**src/hdl/itfm_pkg.sv**
```systemverilog
// Package holding codes, defaults and widths for the input terminal function map
package itfm_pkg;
	localparam int          ITFM_NUM_TERM   = 5;
	localparam int          ITFM_CODE_W     = 5;
	localparam int          ITFM_POL_W      = 2;
	localparam int          ITFM_SPEED_W    = 4;
	// Function option codes
	localparam logic [4:0]  FN_FORWARD_RUN  = 5'h00;
	localparam logic [4:0]  FN_REVERSE_RUN  = 5'h01;
	localparam logic [4:0]  FN_SPEED_BIT0   = 5'h02;
	localparam logic [4:0]  FN_SPEED_BIT1   = 5'h03;
	localparam logic [4:0]  FN_SPEED_BIT2   = 5'h04;
	localparam logic [4:0]  FN_SPEED_BIT3   = 5'h05;
	localparam logic [4:0]  FN_MOTOR2_SET   = 5'h08;
	localparam logic [4:0]  FN_OUTSIDE_TRIP = 5'h0C;
	localparam logic [4:0]  FN_UNATTENDED   = 5'h0D;
	localparam logic [4:0]  FN_ANALOG_SRC   = 5'h10;
	localparam logic [4:0]  FN_RESET_CMD    = 5'h12;
	localparam logic [4:0]  FN_THERMISTOR   = 5'h13;
	// Polarity codes
	localparam logic [1:0]  POL_ACTIVE_HIGH = 2'h0;
	localparam logic [1:0]  POL_ACTIVE_LOW  = 2'h1;
	// Terminal index of the thermistor-capable terminal
	localparam int          ITFM_PTC_TERM   = 4;
	// Regional defaults, terminal 1 in the low field
	localparam logic [24:0] DEF_FN_EU  = {FN_RESET_CMD, FN_SPEED_BIT1, FN_SPEED_BIT0,
		FN_REVERSE_RUN, FN_FORWARD_RUN};
	localparam logic [24:0] DEF_FN_US  = {FN_RESET_CMD, FN_UNATTENDED, FN_ANALOG_SRC,
		FN_REVERSE_RUN, FN_FORWARD_RUN};
	localparam logic [9:0]  DEF_POL_EU = {POL_ACTIVE_HIGH, POL_ACTIVE_HIGH, POL_ACTIVE_HIGH,
		POL_ACTIVE_HIGH, POL_ACTIVE_HIGH};
	localparam logic [9:0]  DEF_POL_US = {POL_ACTIVE_HIGH, POL_ACTIVE_LOW, POL_ACTIVE_HIGH,
		POL_ACTIVE_HIGH, POL_ACTIVE_HIGH};
endpackage : itfm_pkg

```
**src/hdl/itfm_top.sv**
```systemverilog
// Input terminal function map: polarity, selector decode, OR-combine, trip latch
//
// Summary of operation
// - Five terminals, each with one function code per motor set
// - Separate second-motor selector for every terminal
// - Each terminal is one bit, on equals 1
// - Shared function code ORs all its terminals
// - Polarity 00 active high, 01 active low
// - Reset-function terminal ignores active-low polarity
// - Terminal five code 19 becomes thermistor input
// - Defaults: forward, reverse, reset on 1,2,5
// - EU 02/03, US 16/13 with inverted four
// - Codes 00/01 run forward/reverse while active
// - Codes 02..05 form binary speed word
// - Code 12 latches trip on rising edge
// - Code 08 selects second motor parameter set
`timescale 1ns/1ns
module itfm_top
	import itfm_pkg::*;
#(
	parameter bit US_VARIANT = 1'b0
) (
	input  wire logic                          ref_clk_in,
	input  wire logic                          reset_in,
	input  wire logic [itfm_pkg::ITFM_NUM_TERM-1:0] terminal_raw_in,
	input  wire logic                          cfg_we_in,
	input  wire logic [2:0]                    cfg_term_in,
	input  wire logic [itfm_pkg::ITFM_CODE_W-1:0]   cfg_func_in,
	input  wire logic [itfm_pkg::ITFM_CODE_W-1:0]   cfg_func_m2_in,
	input  wire logic [itfm_pkg::ITFM_POL_W-1:0]    cfg_pol_in,
	input  wire logic                          trip_clear_in,
	output logic                               forward_run_out,
	output logic                               reverse_run_out,
	output logic [itfm_pkg::ITFM_SPEED_W-1:0]  speed_select_out,
	output logic                               motor2_active_out,
	output logic                               outside_trip_out,
	output logic                               unattended_guard_out,
	output logic                               analog_source_out,
	output logic                               reset_command_out,
	output logic                               thermistor_mode_out,
	output logic [itfm_pkg::ITFM_NUM_TERM-1:0] terminal_active_out
);
	import itfm_pkg::*;

	localparam int N = ITFM_NUM_TERM;
	localparam logic [24:0] DEF_FN  = US_VARIANT ? DEF_FN_US : DEF_FN_EU;
	localparam logic [9:0]  DEF_POL = US_VARIANT ? DEF_POL_US : DEF_POL_EU;

	// Timing notes for users of this block:
	// - a terminal level reaches its decoded output on the same edge that samples it
	// - a configuration write changes the decode from the next edge, so the
	//   outputs show the new mapping two edges after the write pulse
	// - the motor-set flag is itself registered, so a change of set moves the
	//   selectors one edge later again; outputs settle within three edges
	// - terminals are taken as already synchronous; contact bounce is not
	//   filtered here and must be handled before the pins
	// - the trip flag is edge set and level cleared; a held trip input does
	//   not set it again after a clear until the input has gone inactive
	// - a code that no terminal carries simply leaves its output low
	// - the thermistor code is honoured on terminal five only; on any other
	//   terminal it selects nothing, which keeps the analog path single
	// - active low is refused at write time for the reset function, not
	//   later, so the stored polarity always matches what the decode uses

	// Decode tables and default words assume five terminals and five-bit codes;
	// any other size would silently misplace the regional defaults
	generate
		if (N != 5 || ITFM_CODE_W != 5) begin : g_bad_size
			$error("itfm_top: terminal count and code width are fixed at 5");
		end
		if (ITFM_POL_W < 1) begin : g_bad_pol
			$error("itfm_top: polarity field needs at least one bit");
		end
	endgenerate

	typedef struct packed {
		logic [N-1:0][ITFM_CODE_W-1:0] func;      // Primary selectors
		logic [N-1:0][ITFM_CODE_W-1:0] func_m2;   // Second-motor selectors
		logic [N-1:0][ITFM_POL_W-1:0]  pol;
		logic [N-1:0]                  act;       // Terminal levels after polarity
		logic                          fwd;
		logic                          rev;
		logic [ITFM_SPEED_W-1:0]       speed;
		logic                          m2;
		logic                          trip_lvl;  // Previous trip-function level
		logic                          trip;
		logic                          unattended_start_guard;
		logic                          at;
		logic                          rst_cmd;
		logic                          thermistor_input_function;
	} itfm_state_t;

	itfm_state_t state_r;
	itfm_state_t state_nxt;

	// True when any active terminal carries the given code; the OR of all
	// matching terminals is what lets one function sit on several inputs
	function automatic logic itfm_any(
		input logic [N-1:0]                  act,
		input logic [N-1:0][ITFM_CODE_W-1:0] sel,
		input logic [ITFM_CODE_W-1:0]        code
	);
		logic hit;
		hit = 1'b0;
		for (int i = 0; i < N; i++) begin
			if (act[i] && sel[i] == code) begin
				hit = 1'b1;
			end
		end
		return hit;
	endfunction : itfm_any

	logic [N-1:0]                  pol_act;
	logic [N-1:0][ITFM_CODE_W-1:0] sel;

	// Polarity first, so the OR sees logical levels, not wiring sense
	genvar g;
	generate
		for (g = 0; g < N; g++) begin : g_pol
			assign pol_act[g] = (state_r.pol[g] == POL_ACTIVE_LOW) ? ~terminal_raw_in[g]
				: terminal_raw_in[g];
			// Set in use follows the registered motor-2 flag to avoid a loop
			assign sel[g] = state_r.m2 ? state_r.func_m2[g] : state_r.func[g];
		end
	endgenerate

	// Next-state: configuration writes, decode, trip latch
	always_comb begin
		logic [N-1:0] act;
		logic         trip_now;
		act       = '0;
		trip_now  = 1'b0;
		state_nxt = state_r;
		// Configuration write; indices past the last terminal are dropped
		if (cfg_we_in && cfg_term_in < 3'(N)) begin
			// Both selector sets written together
			state_nxt.func[cfg_term_in]    = cfg_func_in;
			state_nxt.func_m2[cfg_term_in] = cfg_func_m2_in;
			// Active-low is refused on a reset-function terminal, in either set,
			// so a broken reset wire can never look like a held reset
			if (cfg_pol_in == POL_ACTIVE_LOW && (cfg_func_in == FN_RESET_CMD
					|| cfg_func_m2_in == FN_RESET_CMD)) begin
				state_nxt.pol[cfg_term_in] = POL_ACTIVE_HIGH;
			end else begin
				state_nxt.pol[cfg_term_in] = cfg_pol_in;
			end
		end
		// Thermistor terminal drops out of the logic decode
		for (int i = 0; i < N; i++) begin
			act[i] = pol_act[i];
			if (i == ITFM_PTC_TERM && sel[i] == FN_THERMISTOR)
				act[i] = 1'b0;
		end
		state_nxt.act      = act;
		// Run commands follow the level: active runs, inactive stops
		state_nxt.fwd      = itfm_any(act, sel, FN_FORWARD_RUN);
		state_nxt.rev      = itfm_any(act, sel, FN_REVERSE_RUN);
		// Speed word, bit 0 from the lowest speed code
		state_nxt.speed[0] = itfm_any(act, sel, FN_SPEED_BIT0);
		state_nxt.speed[1] = itfm_any(act, sel, FN_SPEED_BIT1);
		state_nxt.speed[2] = itfm_any(act, sel, FN_SPEED_BIT2);
		state_nxt.speed[3] = itfm_any(act, sel, FN_SPEED_BIT3);
		// Parameter set choice; moves the selectors one edge later
		state_nxt.m2       = itfm_any(act, sel, FN_MOTOR2_SET);
		// Plain level functions passed on to the rest of the device
		state_nxt.unattended_start_guard      = itfm_any(act, sel, FN_UNATTENDED);
		state_nxt.at       = itfm_any(act, sel, FN_ANALOG_SRC);
		state_nxt.rst_cmd  = itfm_any(act, sel, FN_RESET_CMD);
		// Thermistor mode follows the selector, not the terminal level
		state_nxt.thermistor_input_function      = (sel[ITFM_PTC_TERM] == FN_THERMISTOR);
		// Trip source level, kept to find the off-to-on transition
		trip_now           = itfm_any(act, sel, FN_OUTSIDE_TRIP);
		state_nxt.trip_lvl = trip_now;
		// Rising edge sets; set wins over a same-cycle clear, so a trip that
		// arrives while a clear is held shows for one cycle, then is cleared
		if (trip_now && !state_r.trip_lvl) begin
			state_nxt.trip = 1'b1;
		end else if (trip_clear_in || state_r.rst_cmd) begin
			// Cleared by the dedicated input or an active reset command
			state_nxt.trip = 1'b0;
		end
	end

	// Single register bank; defaults loaded at reset
	// Synchronous reset: outputs drop to zero, selectors take regional defaults
	always_ff @(posedge ref_clk_in) begin
		if (reset_in) begin
			state_r         <= '0;
			state_r.func    <= DEF_FN;
			state_r.func_m2 <= DEF_FN;
			state_r.pol     <= DEF_POL;
		end else begin
			state_r <= state_nxt;
		end
	end

	// Run commands
	assign forward_run_out      = state_r.fwd;
	assign reverse_run_out      = state_r.rev;
	// Speed word and motor set in use
	assign speed_select_out     = state_r.speed;
	assign motor2_active_out    = state_r.m2;
	// Sticky trip flag
	assign outside_trip_out     = state_r.trip;
	// Level functions
	assign unattended_guard_out = state_r.unattended_start_guard;
	assign analog_source_out    = state_r.at;
	assign reset_command_out    = state_r.rst_cmd;
	// Thermistor mode and post-polarity levels, for monitoring
	assign thermistor_mode_out  = state_r.thermistor_input_function;
	assign terminal_active_out  = state_r.act;
endmodule : itfm_top

```
**config.mk**
```make
export PLATFORM = sky130hd
export DESIGN_NAME = itfm_top
export DESIGN_NICKNAME = d
export VERILOG_FILES = /design/src/hdl/itfm_pkg.sv /design/src/hdl/itfm_top.sv
export SDC_FILE = /design/constraint.sdc
export NUM_CORES = 1
export LEC_CHECK = 0
export BUFFER_PORTS_ARGS = -buffer_cell sky130_fd_sc_hd__clkbuf_2
export CAP_MARGIN = 10
export CORE_MARGIN = 1
export CORE_UTILIZATION = 53
export CTS_CLUSTER_DIAMETER = 40
export CTS_CLUSTER_SIZE = 28
export DETAILED_ROUTE_END_ITERATION = 10
export PLACE_DENSITY = 0.82
export RECOVER_POWER = 100
export SYNTH_ARGS = -nofsm -noshare
export SYNTH_HDL_FRONTEND = slang
export SYNTH_SLANG_ARGS = --single-unit
```
**constraint.sdc**
```tcl
create_clock -name ref_clk_in -period 1.7 [get_ports ref_clk_in]
set_input_delay 0.255 -clock ref_clk_in [delete_from_list [all_inputs] [get_ports ref_clk_in]]
set_output_delay 0.255 -clock ref_clk_in [all_outputs]
set_load 0.05 [all_outputs]
```
# Word level (Yosys, flattened, before mapping)
# Index checks and enable logic that the tools add are counted.
# op_classes
order_cmp	3
n_eq_ne	59
n_mux	76
bitwise_logic	7
reduce_logical	68
# ops
op	n
== test 5 x 4 -> 1 bit (second input constant)	15
== test 5 bit (second input constant)	13
2-to-1 mux 1 bit	63
logical AND 1 bit	59
bitwise mux 25 bit	2
== test 5 x 2 -> 1 bit (second input constant)	10
== test 5 x 3 -> 1 bit (second input constant)	10
2-to-1 mux 5 bit	6
== test 5 x 1 -> 1 bit (second input constant)	5
logical NOT 5 bit	5
demux 5 bit (select 3 bit)	1
== test 2 x 1 -> 1 bit (second input constant)	6
bitwise AND 10 bit	1
bitwise mux 10 bit	1
2-to-1 mux 10 bit	1
inverter 10 bit	1
demux 2 bit (select 3 bit)	1
inverter 1 bit	5
less-than comparator 3 x 4 -> 1 bit (second input constant)	1
greater-or-equal comparator 3 x 1 -> 1 bit (second input constant)	1
less-than comparator 3 bit (second input constant)	1
logical OR 1 bit	2
2-to-1 mux 2 bit	1
nonzero test 2 bit	1
logical NOT 1 bit	1
# word_totals
register_bits	78
input_bits	24
out_inout_bits	17
wordCells	239

# Logic depth before layout (Yosys ltp)
# Gate-level depths: netlist of run 1.
# depth
ltp_word	10
ltp_mapped	10
ltp_nobuf	6

# Worst setup path after synthesis of run 1
# No wires, ideal clock.
# synth_timing
path_type	register to register
startpoint	reg state_r (netlist bit motor2_active_out)
endpoint	reg state_r (netlist bit outside_trip_out)
setup_ps	128
t_arrival_ps	1906
required_time_ps	1572
slack_ps	-334
stages_incl_launch_ff	9
path_buffers	4
period_less_slack_ps	2034
path_cell_list	dfxtp_1 > buf_6 > buf_8 > buf_8 > buf_12 > mux2i_1 > nor2_1 > a221oi_2 > o31ai_1
# synth_between
elab_chain_cells	10
elab_cells_between_ends	25
cone_classes	eq/ne: 6; mux: 12; reduce/logical: 7
# synth_rtl
item	line	text
start, declared	itfm_top.sv:93	itfm_state_t state_r;
start signal, assigned	itfm_top.sv:193	state_r <= state_nxt;
2-to-1 mux 5 bit	itfm_top.sv:123	assign sel[g] = state_r.m2 ? state_r.func_m2[g] : state_r.func[g];
== test 5 x 4 -> 1 bit	itfm_top.sv:106	if (act[i] && sel[i] == code) begin
logical AND 1 bit	itfm_top.sv:106	
2-to-1 mux 1 bit (4 in a row)	itfm_top.sv:106	
2-to-1 mux 1 bit (*)	itfm_top.sv:106	
logical AND 1 bit (*)	itfm_top.sv:176	if (trip_now && !state_r.trip_lvl) begin
2-to-1 mux 1 bit / nonzero test 2 bit (equally long branches)	--	
# Mark *: on every way between the ends. The rest lies on a longest branch, timed or not.
# A chain may end at the register's enable or synchronous reset.

# Worst setup path in the final report of run 1
# layout_timing
startpoint	reg state_r (netlist bit motor2_active_out)
endpoint	reg state_r (netlist bit unattended_guard_out)
# layout_between
elab_chain_cells	8
elab_cells_between_ends	22
cone_classes	eq/ne: 6; mux: 11; reduce/logical: 5
# layout_rtl
item	line
2-to-1 mux 5 bit	itfm_top.sv:123
== test 5 x 4 -> 1 bit	itfm_top.sv:106
logical AND 1 bit	itfm_top.sv:106
2-to-1 mux 1 bit (4 in a row)	itfm_top.sv:106
2-to-1 mux 1 bit (*)	itfm_top.sv:106
# Marked as above.

==> flow_metrics.tcl, run 1 <==
set metrics [dict create \
    worst_slew_pin_slew_ns 0.623 \
    drcViolationCount 0 \
    worst_slack_ns -0.0350 \
    fin_tns_setup_ns -0.0938 \
    numCtsBuffers 9 \
    ys.flop_type "dfxtp_1" \
    crit_chain "buf_6, buf_6, mux2i_1, buf_4, a2111oi_4, a22oi_1, a31oi_1" \
    syn_nets 533 \
    clock_path_buffers 2 \
    rsz0062_at_grt "true" \
    drt_wl_total_um 11900 \
    report.final.hold_viol_count 0 \
    core_area_sq_um 7290 \
    muxShareOfSynthArea_pct 3.56 \
    seq_area_frac_synth_pct 39.0 \
    drt_first_iter_violations 360 \
    synth-simple-area-share_pct 30.0 \
    clock_sinks 78 \
    ys_seq_elements 78 \
    gr-total-overflow 0 \
    clockRootBuffer "clkbuf_8" \
    diodes 0 \
    swShare_pct 28.3 \
    max_cap_viol_count 0 \
    drive_gt1_share_pct 23.7 \
    power.density_nw_per_um2 791 \
    rows 31 \
    syn-instance-count 509 \
    postRouteAntennaNets 0 \
    grt_pass1_wl_um 18800 \
    clk_pin_slew_worst_paths_ns 0.08 \
    path_max_fanout 7 \
    gp_congestion 0.938 \
    dp_hpwl_um 8820 \
    start_util_pct 54.9 \
    violations "setup timing" \
    peakVddDrop_mv 0.424 \
    portBuffers 40 \
    fin_skew_ns 0.0114 \
    p_int_w 0.00278 \
    critPathLaunchType "flip-flop" \
    insertion_delay_ns 0.37 \
    ys_warn_count 0 \
    period_share_pct 102 \
    area_delta_synth_final_pct 22.4 \
    synth_cell_types 53 \
    cpMaxStageDelayCell "a2111oi_4" \
    max-slew-margin-rel_pct 58.4 \
    syn_avg_cell_area_sq_um 7.87 \
    grt_pass1_vias 3740 \
    cp_top_family "compound AO/OA/AOI/OAI gates" \
    combPwrFrac_pct 12.9 \
    synth_compound_area_share_pct 20.0 \
    power.leakage_nw 1.74 \
    die_y_um 88.9 \
    synthXorXnorAreaFrac_pct 1.31 \
    design.final.nets 602 \
    clkPwrFrac_pct 37.6 \
    grt_util_all_layers_pct 32.4 \
    arrival_ns 2.02 \
    critPathMaxStageDelay_ns 0.42 \
    synth_top_area_share_pct 39.0 \
    io_pins 41 \
    avgViaCountPerCell 5.97 \
    setup_viol 4 \
    die-area_sq_um 7910 \
    synthArstFlopShare_pct 0 \
    cts_tree "built" \
    period_needed_ns 1.74 \
    n_fill_cell 619 \
    seq_power_share_pct 49.5 \
    crit_path_end_kind "flip-flop" \
    grt_max_degree 44 \
    syn_area_sq_um 4010 \
    max_freq_ghz 0.576 \
    drtPass1Iterations 6 \
    antenna_found_initial 0 \
    outcome "finished, violations left" \
    post_dp_cell_area_sq_um 4530 \
    hp-class "in -> reg" \
    detail_route.wl_per_cell_um 17.5 \
    critPathRequiredTime_ns 1.99 \
    synth_fa_ha_area_share_pct 0 \
    critical_path_buf_inv_count 3 \
    synth_top_family_by_area "simple AND/OR/NAND/NOR gates" \
    finalMaxSlewViolations 0 \
    power.total_w 0.00388 \
    path_class "reg -> reg" \
    ys_top_cells_by_area "dfxtp_1 39%, nand2_1 12%, a21oi_1 6.7%" \
    path_common_cell "buf_6" \
    die_x_um 88.9 \
    fin_hold_ws_ns 0.161 \
    vias 4073 \
    synth_edf_count 0 \
    stdcell_area_sq_um 4900 \
    synth_top_area_cell "dfxtp_1" \
    switchingPower_w 0.00110 \
    htreeDepth 3 \
]
==> placed cells by master, fill, tap and decap left out, types with 7 or more instances in the layout <==
| master | netlist | final |
|---|---|---|
| nand2_1 | 126 | 126 |
| dfxtp_1 | 78 | 77 |
| a21oi_1 | 54 | 50 |
| buf_4 | 9 | 47 |
| nor2_1 | 35 | 32 |
| clkbuf_2 | 0 | 21 |
| nand3_1 | 20 | 20 |
| clkbuf_1 | 18 | 19 |
| o21ai_0 | 16 | 13 |
| nor3_1 | 16 | 13 |
| a22oi_1 | 12 | 12 |
| nand2b_1 | 11 | 10 |
| clkbuf_8 | 0 | 10 |
| nor2b_1 | 9 | 9 |
| a31oi_1 | 9 | 9 |
| nor3b_1 | 9 | 7 |
| nand3b_1 | 7 | 7 |
==> worst reg2reg max path, stage by stage, from the launching register on <==
cell and delay [ns]:
dfxtp_4 0.41, buf_6 0.15, buf_6 0.12, mux2i_1 0.11, buf_4 0.16, a2111oi_4 0.42
a22oi_1 0.15, a31oi_1 0.14
==> registers in the layout, summed over array words and instances (netlist names) <==
signal                cells
state_r                  61
terminal_active_out       5
speed_select_out          4
analog_source_out         1
forward_run_out           1
motor2_active_out         1
outside_trip_out          1
reset_command_out         1
reverse_run_out           1
thermistor_mode_out       1
unattended_guard_out      1
==> Yosys cell counts, drive strengths merged (2+ instances only) <==
cell and count:
nand2 127, dfxtp 78, a21oi 55, nor2 35, nand3 20, buf 18
clkbuf 18, nor3 16, o21ai 16, a22oi 12, nand2b 12, nor2b 11
a31oi 9, mux2i 9, nor3b 9, a32oi 7, nand3b 7, xnor2 5
a2111oi 4, and2 4, mux2 4, nor4 4, nor4b 4, inv 3
a21o 2, a221oi 2, a32o 2, and3 2, and3b 2
==> logic make-up after synthesis <==
logic type | after synthesis
xor gates and xnor gates | 6
buffers and inverters | 39
DFF | 78
muxes | 13
and+or+nand+nor | 255
AOI/OAI and AO/OA | 118
==> metal layers <==
layer	vias up	global-route usage (%)	share of wire (%)
met5	-	0	0
met4	0	18.2	4.5
met3	45	6.28	7.0
met2	212	52.7	46
met1	1895	40.4	42
li1	1921	-	-
==> area by class of cell <==
cell class | instances | area, sq um | area share [%]
multi-input cells | 392 | 2380 | 48.6
repair buffers | 94 | 613 | 12.5
clock inverters | 6 | 68.8 | 1.40
inverters | 3 | 11.3 | 0.230
flip-flops and latches | 78 | 1570 | 31.9
well taps | 99 | 124 | 2.53
clock buffers | 10 | 138 | 2.81
==> metrics by stage <==
| stage | utilization, % | setup slack [ns] | cells |
|---|---|---|---|
| finish | 67.2 | -0.0350 | 682 |
| global placement | 62.1 | -0.144 | 661 |
| CTS | 66.1 | -0.0460 | 679 |
| global route | 67.2 | -0.0943 | 682 |
| floorplan | - | -0.0679 | 509 |
| detailed placement | 62.1 | -0.211 | 661 |
==> repair_timing <==
item / in CTS / in global routing
hold buffers: 0 / 0
endpoints found under the setup margin: 11 / 12
buffers inserted: 2 / 3
pin swaps: 1 / 10
gates resized for setup: 17 / 18
gates cloned: 0 / 0
==> path summary, 6_finish.rpt <==
check | from | to | slack [ns] | cells after the start
max | motor2_active_out$_SDFF_PP0_ | unattended_guard_out$_SDFF_PP0_ | -0.04 | 7
min | trip_clear_in | outside_trip_out$_SDFFE_PP0P_ | 0.16 | 3
max reg2reg | motor2_active_out$_SDFF_PP0_ | unattended_guard_out$_SDFF_PP0_ | -0.04 | 7
min reg2reg | state_r[5]$_SDFF_PP0_ | outside_trip_out$_SDFFE_PP0P_ | 0.42 | 1
==> power by group through the flow <==
stage | Sequential [W] | Combinational, W | Clock (W)
after CTS | 0.00192 | 0.000490 | 0.00148
final | 0.00192 | 0.000501 | 0.00146
after global placement | 0.00196 | 0.000468 | 0
after floorplan | 0.00197 | 0.000281 | 0
after global routing | 0.00193 | 0.000540 | 0.00155
after detailed placement | 0.00196 | 0.000479 | 0
(Power assumes the default switching activity.)
==> run 2: changes to the inputs <==
--- a/constraint.sdc
+++ b/constraint.sdc
@@ -3,2 +3,2 @@
 set_output_delay 0.255 -clock ref_clk_in [all_outputs]
-set_load 0.05 [all_outputs]
+set_load 0.005 [all_outputs]
==> flow_metrics.tcl, run 2 (synthesis results as in run 1) <==
set metrics [dict create \
    seq_power_share_pct 50.8 \
    grt_max_degree 41 \
    outcome "finished, violations left" \
    area_delta_synth_final_pct 21.8 \
    worst_slew_pin_slew_ns 0.576 \
    cts_tree "built" \
    die_x_um 88.9 \
    fin_tns_setup_ns -0.266 \
    rows 31 \
    layout_common_cells "126 x nand2_1, 77 x dfxtp_1, 52 x a21oi_1" \
    clk_pin_slew_worst_paths_ns 0.08 \
    path_class "reg -> reg" \
    grt_pass1_wl_um 17900 \
    postRouteAntennaNets 0 \
    cp_top_family "compound AO/OA/AOI/OAI gates" \
    hp-class "in -> reg" \
    violations "setup timing" \
    dp_hpwl_um 8800 \
    design.final.nets 604 \
    stdcell_area_sq_um 4880 \
    arrival_ns 2.05 \
    power.leakage_nw 1.74 \
    die-area_sq_um 7910 \
    detail_route.wl_per_cell_um 17.4 \
    io_pins 41 \
    insertion_delay_ns 0.36 \
    worst_slack_ns -0.124 \
    finalMaxSlewViolations 0 \
    largest_register_ffs 61 \
    critPathMaxStageDelay_ns 0.43 \
    drtPass1Iterations 5 \
    path_max_fanout 11 \
    power.density_nw_per_um2 773 \
    fin_skew_ns 0.0132 \
    cts_hold_buf 0 \
    gp_congestion 1.01 \
    final_core_util_pct 66.9 \
    antenna_found_initial 0 \
    period_needed_ns 1.82 \
    gr-total-overflow 0 \
    avgViaCountPerCell 5.92 \
    htreeDepth 3 \
    report.final.hold_viol_count 0 \
    clock_path_buffers 2 \
    layout_commonest_cell "nand2_1" \
    drt_wl_total_um 11900 \
    max_freq_ghz 0.548 \
    largest_register "state_r" \
    clock_sinks 78 \
    die_y_um 88.9 \
    drive_gt1_share_pct 22.7 \
    setup_viol 5 \
    crit_chain "buf_12, nor2b_1, a32oi_1, nor4b_1, buf_4, o41a_1" \
    vias 4051 \
    peakVddDrop_mv 0.468 \
    clockRootBuffer "clkbuf_8" \
    period_share_pct 107 \
    critPathLaunchType "flip-flop" \
    combPwrFrac_pct 11.3 \
    clkPwrFrac_pct 37.9 \
    start_util_pct 54.9 \
    grt_pass1_vias 3586 \
    drcViolationCount 0 \
    post_dp_cell_area_sq_um 4550 \
    diodes 0 \
    switchingPower_w 0.000998 \
    drt_first_iter_violations 371 \
    critical_path_buf_inv_count 2 \
    portBuffers 40 \
    max-slew-margin-rel_pct 61.5 \
    core_area_sq_um 7290 \
    p_int_w 0.00277 \
    numCtsBuffers 9 \
    crit_path_end_kind "flip-flop" \
    cpMaxStageDelayCell "o41a_1" \
    swShare_pct 26.5 \
    max_cap_viol_count 0 \
    rsz0062_at_grt "true" \
    critPathRequiredTime_ns 1.93 \
    grt_util_all_layers_pct 30.9 \
]
[run 2: worst paths after layout]
check | cells after the start | slack, ns | startpoint | to
worst max-delay path | 6 | -0.12 | motor2_active_out$_SDFF_PP0_ | reset_command_out$_SDFF_PP0_
worst min-delay path | 3 | 0.17 | trip_clear_in | outside_trip_out$_SDFFE_PP0P_
worst max register to register | 6 | -0.12 | motor2_active_out$_SDFF_PP0_ | reset_command_out$_SDFF_PP0_
worst min register to register | 1 | 0.42 | state_r[5]$_SDFF_PP0_ | outside_trip_out$_SDFFE_PP0P_
[run 2: power groups by stage]
stage / sequential (W) / clock (W) / combinational, W
after detailed placement: 0.00196 / 0 / 0.000404
after global routing: 0.00192 / 0.00152 / 0.000458
after floorplan: 0.00195 / 0 / 0.000234
after CTS: 0.00191 / 0.00144 / 0.000413
final: 0.00192 / 0.00143 / 0.000425
after global placement: 0.00196 / 0 / 0.000394
[run 2: repair_timing]
item / CTS / global route
endpoints found under the setup margin: 9 / 12
pin swaps: 4 / 4
setup buffers: 0 / 1
resized for setup: 17 / 14
cloned: 0 / 0
[run 2: cell type report]
cell class,instances,area (sq um)
clock buffer,12,145
sequential,78,1570
clock inverter,4,55.1
multi-input combinational,392,2330
tap,99,124
timing repair buffer,96,643
inverter,3,11.3
fill,638,2410
[run 2: through the flow]
| step | total power [W] | setup slack, ns | hold WS, ns | std cells |
|---|---|---|---|---|
| after floorplan | 0.00218 | 0.0221 | 0.377 | 509 |
| after global placement | 0.00235 | -0.0900 | 0.411 | 667 |
| after detailed placement | 0.00236 | -0.132 | 0.428 | 667 |
| after CTS | 0.00376 | -0.00392 | 0.161 | 683 |
| after global routing | 0.00390 | -0.143 | 0.166 | 684 |
| final | 0.00377 | -0.124 | 0.168 | 684 |
[run 2: layer usage]
| metal | GRT usage (%) | vias to the layer above | wire length, um |
|---|---|---|---|
| met4 | 17.7 | 0 | 528 |
| met3 | 4.89 | 49 | 1060 |
| met5 | 0 | - | 0 |
| li1 | - | 1932 | - |
| met1 | 38.4 | 1850 | 4740 |
| met2 | 51.3 | 220 | 5560 |
[run 2: worst reg2reg max path, cell delays in order (launching register included)]
cell	delay (ns)
dfxtp_4	0.39
buf_12	0.15
nor2b_1	0.09
a32oi_1	0.35
nor4b_1	0.13
buf_4	0.16
o41a_1	0.43
